## src/rtl/rps_pkg.sv

```systemverilog
// constants for the redundant pair switch controller
package rps_pkg;
    localparam int unsigned CLK_HZ          = 20_000_000;
    localparam int unsigned PULSE_MS        = 350;
    localparam int unsigned PULSE_CYC       = (CLK_HZ / 1000) * PULSE_MS;
    localparam int unsigned HB_HALF_MS      = 1000;
    localparam int unsigned HB_HALF_CYC     = (CLK_HZ / 1000) * HB_HALF_MS;
    localparam int unsigned DEB_MS          = 5;
    localparam int unsigned DEB_CYC         = (CLK_HZ / 1000) * DEB_MS;
    localparam int unsigned SETTLE_CYC      = 2;
    localparam int unsigned CNT_W           = 26;
    typedef enum logic [1:0] {
        RPS_IDLE,
        RPS_PULSE,
        RPS_CHECK
    } rps_state_t;
endpackage

```

## src/rtl/rps_ctrl.sv

```systemverilog
// redundant pair switch controller: unit health, waveguide switches, customer contacts
// Function
// - drive go-to-A or go-to-B pulse 350 ms, Tx and Rx switches alike.
// - switch position read from A and B indicators, shorted means that position.
// - unit health input shorted means healthy, open means faulted.
// - unit A position output grounded while A online, open otherwise.
// - unit B position output grounded while B online, open otherwise.
// - pair-mode flag outputs to both units held at ground.
// - second-unit address select toward unit B held at ground.
// - first/second online contacts closed while A/B online respectively.
// - fault contacts closed while the matching unit is faulted.
// - select input grounded means manual mode, open means automatic.
// - heartbeat output to each unit reports controller and switch condition.
// - auxiliary serial line driven to each unit, its return received.
// - Tx and Rx switches always commanded together to the same position.
// - heartbeat is half-hertz square wave, stops toggling on a switch fault.
// - auto mode swaps when online unit faults, unless offline unit faulted too.
// - swap request in RPS_IDLE always swaps in manual, in auto only if offline healthy.
`timescale 1ns/1ps
`default_nettype none
module rps_ctrl
    import rps_pkg::*;
#(
    parameter int unsigned PULSE_CYCLES = rps_pkg::PULSE_CYC,
    parameter int unsigned HB_CYCLES    = rps_pkg::HB_HALF_CYC,
    parameter int unsigned DEB_CYCLES   = rps_pkg::DEB_CYC
) (
    input  wire logic clk_sys_i,
    input  wire logic rst_n_i,
    input  wire logic clk_en_i,
    input  wire logic unit_a_health_in_n_i,
    input  wire logic unit_b_health_in_n_i,
    input  wire logic auto_manual_select_in_n_i,
    input  wire logic swap_req_n_i,
    input  wire logic tx_ind_a_n_i,
    input  wire logic tx_ind_b_n_i,
    input  wire logic rx_ind_a_n_i,
    input  wire logic rx_ind_b_n_i,
    input  wire logic aux_serial_tx_a_i,
    input  wire logic aux_serial_tx_b_i,
    input  wire logic aux_serial_from_unit_a_i,
    input  wire logic aux_serial_from_unit_b_i,
    output logic      aux_serial_to_unit_a_o,
    output logic      aux_serial_to_unit_b_o,
    output logic      aux_serial_rx_a_o,
    output logic      aux_serial_rx_b_o,
    output logic      tx_goto_a_o,
    output logic      tx_goto_b_o,
    output logic      rx_goto_a_o,
    output logic      rx_goto_b_o,
    output logic      pos_a_oe_n_o,
    output logic      pos_b_oe_n_o,
    output logic      pair_mode_a_oe_n_o,
    output logic      pair_mode_b_oe_n_o,
    output logic      b_addr_sel_oe_n_o,
    output logic      switch_health_heartbeat_a_o,
    output logic      switch_health_heartbeat_b_o,
    output logic      first_online_contact_o,
    output logic      second_online_contact_o,
    output logic      unit_a_fault_contact_o,
    output logic      unit_b_fault_contact_o,
    output logic      manual_mode_o,
    output logic      switch_fault_o,
    output logic      online_b_o
);
    import rps_pkg::*;

    // debounced inputs: 0 health, 1 health, 2 select, 3 swap (all active low raw)
    logic [3:0]       raw_w;
    logic [3:0]       deb_q;
    logic [CNT_W-1:0] deb_cnt_q [4];
    assign raw_w = {swap_req_n_i, auto_manual_select_in_n_i,
                    unit_b_health_in_n_i, unit_a_health_in_n_i};

    // level accepted only after it held steady for DEB_CYCLES
    always_ff @(posedge clk_sys_i or negedge rst_n_i) begin
        if (!rst_n_i) begin
            deb_q <= 4'hf;
            for (int i = 0; i < 4; i++) deb_cnt_q[i] <= '0;
        end else if (clk_en_i) begin
            for (int i = 0; i < 4; i++) begin
                if (raw_w[i] == deb_q[i]) begin
                    deb_cnt_q[i] <= '0;
                end else if (deb_cnt_q[i] >= CNT_W'(DEB_CYCLES - 1)) begin
                    deb_q[i]     <= raw_w[i];
                    deb_cnt_q[i] <= '0;
                end else begin
                    deb_cnt_q[i] <= deb_cnt_q[i] + CNT_W'(1);
                end
            end
        end
    end

    logic a_faulted_w;
    logic b_faulted_w;
    logic manual_w;
    logic swap_lvl_w;
    logic swap_q;
    logic swap_evt_w;
    assign a_faulted_w = deb_q[0];
    assign b_faulted_w = deb_q[1];
    assign manual_w    = !deb_q[2];
    assign swap_lvl_w  = !deb_q[3];
    // debounce stays below 100 ms, so a legal request is always seen
    assign swap_evt_w  = swap_lvl_w && !swap_q;

    rps_state_t       state_q;
    logic             online_b_q;
    logic [CNT_W-1:0] pulse_cnt_q;
    logic             sw_fault_q;
    logic             online_flt_w;
    logic             offline_flt_w;
    logic             go_w;
    logic             tx_pos_ok_w;
    logic             rx_pos_ok_w;

    assign online_flt_w  = online_b_q ? b_faulted_w : a_faulted_w;
    assign offline_flt_w = online_b_q ? a_faulted_w : b_faulted_w;
    assign go_w = (state_q == RPS_IDLE) &&
                  ((!manual_w && online_flt_w && !offline_flt_w) ||
                   (swap_evt_w && (manual_w || !offline_flt_w)));
    // shorted indicator (low) marks the position reached
    assign tx_pos_ok_w = online_b_q ? (!tx_ind_b_n_i && tx_ind_a_n_i)
                                    : (!tx_ind_a_n_i && tx_ind_b_n_i);
    assign rx_pos_ok_w = online_b_q ? (!rx_ind_b_n_i && rx_ind_a_n_i)
                                    : (!rx_ind_a_n_i && rx_ind_b_n_i);

    always_ff @(posedge clk_sys_i or negedge rst_n_i) begin
        if (!rst_n_i) begin
            state_q     <= RPS_IDLE;
            online_b_q  <= 1'b0;
            pulse_cnt_q <= '0;
            sw_fault_q  <= 1'b0;
            swap_q      <= 1'b0;
        end else if (clk_en_i) begin
            swap_q <= swap_lvl_w;
            case (state_q)
                RPS_IDLE: begin
                    if (go_w) begin
                        online_b_q  <= !online_b_q;
                        pulse_cnt_q <= '0;
                        state_q     <= RPS_PULSE;
                    end
                end
                RPS_PULSE: begin
                    if (pulse_cnt_q == CNT_W'(PULSE_CYCLES - 1)) begin
                        pulse_cnt_q <= '0;
                        state_q     <= RPS_CHECK;
                    end else begin
                        pulse_cnt_q <= pulse_cnt_q + CNT_W'(1);
                    end
                end
                RPS_CHECK: begin
                    if (pulse_cnt_q == CNT_W'(SETTLE_CYC - 1)) begin
                        sw_fault_q <= !(tx_pos_ok_w && rx_pos_ok_w);
                        state_q    <= RPS_IDLE;
                    end else begin
                        pulse_cnt_q <= pulse_cnt_q + CNT_W'(1);
                    end
                end
                default: state_q <= RPS_IDLE;
            endcase
        end
    end

    // heartbeat: 1 s half period gives 0.5 Hz; frozen while a switch fault stands
    logic             hb_q;
    logic [CNT_W-1:0] hb_cnt_q;
    always_ff @(posedge clk_sys_i or negedge rst_n_i) begin
        if (!rst_n_i) begin
            hb_q     <= 1'b0;
            hb_cnt_q <= '0;
        end else if (clk_en_i) begin
            if (sw_fault_q) begin
                hb_cnt_q <= '0;
            end else if (hb_cnt_q == CNT_W'(HB_CYCLES - 1)) begin
                hb_cnt_q <= '0;
                hb_q     <= !hb_q;
            end else begin
                hb_cnt_q <= hb_cnt_q + CNT_W'(1);
            end
        end
    end

    logic pulsing_w;
    assign pulsing_w = (state_q == RPS_PULSE);

    // own count of the command length, so the length check does not lean on pulse_cnt_q
    logic [CNT_W-1:0] goto_len_q;
    always_ff @(posedge clk_sys_i or negedge rst_n_i) begin
        if (!rst_n_i) begin
            goto_len_q <= '0;
        end else if (clk_en_i) begin
            if (tx_goto_a_o || tx_goto_b_o) begin
                goto_len_q <= goto_len_q + CNT_W'(1);
            end else begin
                goto_len_q <= '0;
            end
        end
    end
    // both switches share one command so they cannot diverge
    assign tx_goto_a_o = pulsing_w && !online_b_q;
    assign rx_goto_a_o = pulsing_w && !online_b_q;
    assign tx_goto_b_o = pulsing_w && online_b_q;
    assign rx_goto_b_o = pulsing_w && online_b_q;
    assign pos_a_oe_n_o = online_b_q;
    assign pos_b_oe_n_o = !online_b_q;
    assign pair_mode_a_oe_n_o = 1'b0;
    assign pair_mode_b_oe_n_o = 1'b0;
    assign b_addr_sel_oe_n_o  = 1'b0;
    assign switch_health_heartbeat_a_o = hb_q;
    assign switch_health_heartbeat_b_o = hb_q;
    assign first_online_contact_o  = !online_b_q;
    assign second_online_contact_o = online_b_q;
    assign unit_a_fault_contact_o  = a_faulted_w;
    assign unit_b_fault_contact_o  = b_faulted_w;
    // message content is handled elsewhere; lines pass between units and the host side
    assign aux_serial_to_unit_a_o = aux_serial_tx_a_i;
    assign aux_serial_to_unit_b_o = aux_serial_tx_b_i;
    assign aux_serial_rx_a_o = aux_serial_from_unit_a_i;
    assign aux_serial_rx_b_o = aux_serial_from_unit_b_i;
    assign manual_mode_o  = manual_w;
    assign switch_fault_o = sw_fault_q;
    assign online_b_o     = online_b_q;

    chk_pulse_length: assert property (@(posedge clk_sys_i) disable iff (!rst_n_i)
        $fell(tx_goto_a_o || tx_goto_b_o) |-> (goto_len_q == CNT_W'(PULSE_CYCLES))
        ) else $error("command pulse length wrong");
    chk_switch_pair: assert property (@(posedge clk_sys_i) disable iff (!rst_n_i)
        (tx_goto_a_o == rx_goto_a_o) && (tx_goto_b_o == rx_goto_b_o)
        ) else $error("Tx and Rx commands differ");
    chk_online_excl: assert property (@(posedge clk_sys_i) disable iff (!rst_n_i)
        first_online_contact_o != second_online_contact_o
        ) else $error("online contacts not exclusive");
    chk_pos_outputs: assert property (@(posedge clk_sys_i) disable iff (!rst_n_i)
        pos_a_oe_n_o == second_online_contact_o
        ) else $error("position A output disagrees with online unit");
    chk_hb_frozen: assert property (@(posedge clk_sys_i) disable iff (!rst_n_i)
        switch_fault_o && $past(switch_fault_o) |-> $stable(switch_health_heartbeat_a_o)
        ) else $error("heartbeat toggled during fault");
    chk_no_double_fault: assert property (@(posedge clk_sys_i) disable iff (!rst_n_i)
        (state_q == RPS_IDLE) && !swap_evt_w && a_faulted_w && b_faulted_w && clk_en_i
        |=> $stable(online_b_q)
        ) else $error("swapped with both units faulted");
    chk_manual_swap: assert property (@(posedge clk_sys_i) disable iff (!rst_n_i)
        (state_q == RPS_IDLE) && swap_evt_w && manual_w && clk_en_i
        |=> (online_b_q != $past(online_b_q)) && pulsing_w
        ) else $error("manual swap request ignored");
    chk_fault_contacts: assert property (@(posedge clk_sys_i) disable iff (!rst_n_i)
        unit_a_fault_contact_o == deb_q[0]
        ) else $error("fault contact mismatch");
endmodule
`default_nettype wire

```

## config.mk

```make
export PLATFORM = sky130hd
export DESIGN_NAME = rps_ctrl
export DESIGN_NICKNAME = d
export VERILOG_FILES = /design/src/rtl/rps_pkg.sv /design/src/rtl/rps_ctrl.sv
export SDC_FILE = /design/constraint.sdc
export NUM_CORES = 1
export LEC_CHECK = 0
export ABC_AREA = 1
export BUFFER_PORTS_ARGS = -buffer_cell sky130_fd_sc_hd__buf_2
export CAP_MARGIN = 25
export CORE_ASPECT_RATIO = 0.6
export CORE_UTILIZATION = 50
export DETAILED_ROUTE_END_ITERATION = 16
export PLACE_DENSITY = 0.67
export SLEW_MARGIN = 15
export SYNTH_ARGS = -nofsm -noshare
export SYNTH_HDL_FRONTEND = slang
export SYNTH_SLANG_ARGS = --single-unit
```

## constraint.sdc

```tcl
create_clock -name clk_sys_i -period 5.1 [get_ports clk_sys_i]
set_clock_uncertainty 0.1 [all_clocks]
set_input_delay 0.51 -clock clk_sys_i [delete_from_list [all_inputs] [get_ports clk_sys_i]]
set_output_delay 0.51 -clock clk_sys_i [all_outputs]
set_load 0.05 [all_outputs]
```

# --- After elaboration in Yosys (flattened, before gate mapping) ---
# Index checks and enable logic that the tools add are counted.
classes:
  n_mux: 22
  bitwise_logic: 5
  n_addsub: 6
  div_mod_pow: 0
  mul: 0
  shifts: 0
  reduce_logical: 36
  n_eq_ne: 13
  magnitude_cmp: 4
op_table:
  columns: ["operator", "count"]
  rows:
  - ["$mux 26", 13]
  - ["$add 26x1->26 const B", 6]
  - ["$ge 26x17->1 const B", 4]
  - ["$pmux 26 s3", 1]
  - ["$eq 26x1->1 const B", 1]
  - ["$eq 26x23->1 const B", 1]
  - ["$eq 26x25->1 const B", 1]
  - ["$reduce_and 3->1", 7]
  - ["$logic_and 1x1->1", 12]
  - ["$logic_not 1->1", 11]
  - ["$reduce_and 4->1", 2]
  - ["$mux 2", 3]
  - ["$ne 2x2->1 const B", 3]
  - ["$pmux 2 s3", 1]
  - ["$not 1->1", 5]
  - ["$eq 1x1->1", 4]
  - ["$mux 1", 4]
  - ["$reduce_bool 3->1", 1]
  - ["$eq 2x1->1 const B", 1]
  - ["$eq 2x2->1 const B", 1]
  - ["$logic_not 2->1", 1]
  - ["$logic_or 1x1->1", 2]
  - ["$ne 2x1->1 const B", 1]
totals:
  mem_bits_rw: 0
  output_inout_bits: 22
  latch_bits: 0
  regBits: 166
  romBits: 0
  memories: 0
  elab_cells: 101
  input_bits: 15

# --- Depth between registers and ports, before layout ---
logic_depth:
  word_depth: 8
  ltp_mapped: 13
  mapped_depth_nobuf: 12

# --- Worst setup path after synthesis ---
# No wires, ideal clock.
synth_path:
  path_type: "register to output"
  from: "register state_q[1]"
  to: "output tx_goto_a_o"
  slack_ps: 2564
  required_time_ps: 4490
  path_buffers: 2
  path_stages_with_launch: 7
  t_arrival_ps: 1926
  path_cell_list: "dfrtp_1 -> inv_1 -> ha_1 -> inv_1 -> clkbuf_1 -> nor2_1 -> buf_4"
synth_between:
  elab_chain_cells: 2
synth_rtl:
  columns: ["item", "line_no", "rtl"]
  rows:
  - ["start: declaration", "rps_ctrl.sv:107", "rps_state_t state_q;"]
  - ["start signal: assignment", "rps_ctrl.sv:130", "state_q <= RPS_IDLE;"]
  - ["start signal: assignment", "rps_ctrl.sv:142", "state_q <= RPS_PULSE;"]
  - ["start signal: assignment", "rps_ctrl.sv:148", "state_q <= RPS_CHECK;"]
  - ["$eq 2x1->1", "rps_ctrl.sv:186", "assign pulsing_w = (state_q == RPS_PULSE);"]
  - ["$logic_and 1x1->1", null, null]
  - ["end: declaration", "rps_ctrl.sv:47", "output logic tx_goto_a_o,"]
# Every way passes these cells.

# --- Worst setup path in the final report ---
layout_path:
  from: "register state_q[1]"
  to: "output rx_goto_a_o"
layout_between:
  elab_chain_cells: 2
layout_rtl:
  columns: ["item", "line_no", "rtl"]
  rows:
  - ["$eq 2x1->1", "rps_ctrl.sv:186", null]
  - ["$logic_and 1x1->1", "rps_ctrl.sv:203", "assign rx_goto_a_o = pulsing_w && !online_b_q;"]
  - ["end: declaration", "rps_ctrl.sv:49", "output logic rx_goto_a_o,"]
# Every way passes these cells.

==> qor.tcl <==
set qor(route.detailed.drc) 0
set qor(first_iter_violations) 884
set qor(final_period_minus_worst_setup_slack_ps) 2995
set qor(final_layout_size_suffix_gt1_share_pct) 9.045
set qor(design.die.area_um2) 20450
set qor(gp_routability_congestion) 0.9741
set qor(critPathCaptureType) {output port}
set qor(die_width_um) 183.9
set qor(global_route.overflow_total) 0
set qor(yosysUniqueCellTypes) 46
set qor(origin_of_the_critical_flop_to_flop_path) {state_q[0]}
set qor(totalNegativeSetupSlack_ps) 0
set qor(cell_with_the_largest_stage_delay_on_the_worst_path) {ha_1}
set qor(grt_max_degree) 64
set qor(hold_path_class) {in -> reg}
set qor(post-layout-total-power_w) 0.003494
set qor(max_slew_margin_pct) 39.60
set qor(worstMarginPinSlew_ps) 903.9
set qor(final_cell_area_um2) 10720
set qor(power_leakage_nw) 4.908
set qor(fmaxAchievable_mhz) 333.9
set qor(drv_slew) 0
set qor(route.detailed.vias_per_inst) 5.198
set qor(die-height_um) 111.2
set qor(cap_viol_max_count) 0
set qor(fin_worst_hold_slack_ps) 207.7
set qor(power_density_nw_per_um2) 325.8
set qor(via_count_of_the_first_global_routing_pass) 7723
set qor(ctsRootBufferMaster) {clkbuf_16}
set qor(synth_ff_type) {dfrtp_1}
set qor(critical_path.max_stage_delay_ps) 480
set qor(netlist_area_um2) 9931
set qor(crit_arrival_ps) 2380
set qor(h-tree-depth) 4
set qor(crit_path_cell_trace) {inv_1, ha_1, inv_1, nor2_1, buf_2}
set qor(syn_area_per_cell_um2) 7.291
set qor(number_of_instances_in_the_synthesized_netlist) 1362
set qor(r2r_setup_slack_ps) 2470
set qor(post-cts-setup-buffers) 0
set qor(rows) 39
set qor(share_of_the_synthesized_area_in_the_top_cell_type_pct) 40.82
set qor(synth.largest_area_cell) {dfrtp_1}
set qor(crit-reg2reg-capture) {pulse_cnt_q[1]}
set qor(path_clk_slew_ps) 70
set qor(end_point_of_the_critical_path) {rx_goto_a_o}
set qor(grt_pass1_wl_um) 39420
set qor(grt_antenna_before_repair) 0
set qor(timing.final.crit_share_pct) 58.72
set qor(status) {finished clean}
set qor(dp_hpwl_um) 16380
set qor(setup_viol_count_final) 0
set qor(number_of_input_and_output_port_buffers_inserted) 25
set qor(synth.top_cells.by_area) {dfrtp_1, nand2_1, inv_1}
set qor(rsz0062_at_grt) {no}
set qor(clock_insertion_delay_worst_skew_ps) 440
set qor(proportion_of_synthesized_flip_flops_having_asynchronous_set_or_reset_pct) 100.0
set qor(drt_pass1_iterations) 5
set qor(cts_tree) {built}
set qor(initial_utilization_pct) 51.65
set qor(synth-edff-count) 0
set qor(avgRoutedWirePerCell_um) 13.95
set qor(top_level_ports) 37
set qor(core_region_area_um2) 19230
set qor(synth-warning-count) 0
set qor(cts_sinks) 166
set qor(place_area_um2) 10160
set qor(wirelength_um) 22990
set qor(worstPathMaxFanout) 12
set qor(startpoint_type) {register}
set qor(critPathKind) {reg -> out}
set qor(clock_tree.buffer_depth) 2
set qor(irDropWorstVdd_mv) 0.2757
set qor(syn_to_final_growth_pct) 7.975
set qor(synth_seq_cells) 166
set qor(cp_common_cell) {inv_1}
set qor(post_drt_antenna_nets) 0
set qor(worst_setup_path_startpoint) {state_q[1]}
set qor(antennaDiodeCount) 0
set qor(track_usage_pct) 24.28
set qor(ff2ff_path_depth) 8
set qor(cts_inserted_buffers) 17
set qor(required_time_of_the_critical_path_ps) 4490
set qor(ys_seq_area_share_pct) 41.88
set qor(report.final.hold_viol_count) 0
set qor(finalNetCount) 1395
set qor(num_vias) 8567
[layout make-up]
cell class / instances / area, µm²
Fill cell: 1861 / 8503
Clock buffer: 18 / 439.2
Sequential cell: 166 / 4159
Multi-Input combinational cell: 982 / 4851
Timing Repair Buffer: 32 / 186.4
Clock inverter: 14 / 116.4
Inverter: 170 / 638.1
Tap cell: 266 / 332.8
[flip-flops by register name (all words and copies together), names as in the netlist]
register                     flops
pulse_cnt_q                     26
online_b_o                       1
deb_cnt_q                      104
switch_fault_o                   1
state_q                          2
switch_health_heartbeat_a_o      1
swap_q                           1
deb_q                            4
hb_cnt_q                        26
[placed cells by master (no fill, tap or decap), types with 6 or more instances in the layout]
master	count
nand2_2	6
xor2_1	47
o21ai_1	26
buf_4	6
nand3_2	13
nand4_1	29
nor3_2	8
a21oi_1	16
ha_1	11
nor3_1	35
dfrtp_1	162
o21ai_0	66
nand3_1	105
nor2_1	149
xnor2_1	17
inv_1	157
nor2_2	8
clkbuf_16	17
buf_2	24
inv_2	13
o22ai_1	17
nand2_1	393
[report_power, final]
group          leakage [nW]  internal [W]  switching (W)
Sequential             2.28       0.00139      0.0000927
Combinational          2.36      0.000170       0.000615
Clock                 0.268      0.000648       0.000580
[synthesized netlist by cell type (2+ instances only)]
library cell  number
a21oi_1           16
and3_1             2
buf_2              6
buf_4             17
buf_6              4
clkbuf_1          17
dfrtp_1          162
dfstp_2            4
ha_1              11
inv_1            157
inv_2             13
mux2i_1            3
nand2_1          393
nand2_2            6
nand3_1          105
nand3_2           13
nand3b_1           3
nand4_1           29
nor2_1           149
nor2_2             8
nor2_4             2
nor3_1            35
nor3_2             8
nor4_1             2
o2111ai_1          2
o21ai_0           66
o21ai_1           26
o21ai_2            5
o21bai_1           3
o22ai_1           17
xnor2_1           17
xor2_1            47
[timing repair]
item,in CTS,in global routing
gates resized for setup,0,0
hold buffers,1,0
hold endpoints to repair,60,0
[metrics by stage]
stage / cells / worst slack (ps) / util [%]
finish: 1648 / 2105 / 55.77
global route: 1648 / 1972 / 55.77
CTS: 1648 / 2140 / 55.77
detailed placement: 1615 / 2254 / 52.83
global placement: 1615 / 2255 / 52.83
floorplan: 1364 / 2564 / -
[metal layers]
layer  GRT usage [%]  vias up  part of all wire [%]  routed length [µm]
met5               0        -                     0                   0
met4           6.333        0                   1.1                 261
met3           5.420       24                   6.9                1575
met2           31.34      259                    37                8596
met1           39.54     3933                    55               12550
li1                -     4351                     -                   -
[worst min path at each step]
stage	cells after the start	slack (ps)	start	to
floorplan	0	110	rst_n_i	deb_cnt_q[0]
global placement	2	360	deb_cnt_q[49]	deb_cnt_q[49]
detailed placement	2	360	deb_cnt_q[19]	deb_cnt_q[19]
CTS	3	200	swap_req_n_i	deb_q[3]
global route	3	220	auto_manual_select_in_n_i	deb_q[2]
finish	3	210	swap_req_n_i	deb_q[3]
[worst max-delay path: cells and delay by family (launching register included)]
family / cells / cell delay [ps]
buf+inv: 3 / 830
simple gates: 1 / 210
fa+ha+maj: 1 / 480
flops: 1 / 420
[kinds of logic after synthesis]
logic type | Yosys count | synth area share [%]
flops | 166 | 41.88
buf+inv | 216 | 9.349
simple gates | 760 | 33.56
other cells | 1 | 0.03776
mux | 3 | 0.3024
xor+xnor | 64 | 5.644
compound gates | 141 | 7.837
fa+ha+maj | 11 | 1.386
No activity file was read; power rests on OpenSTA's default activity.
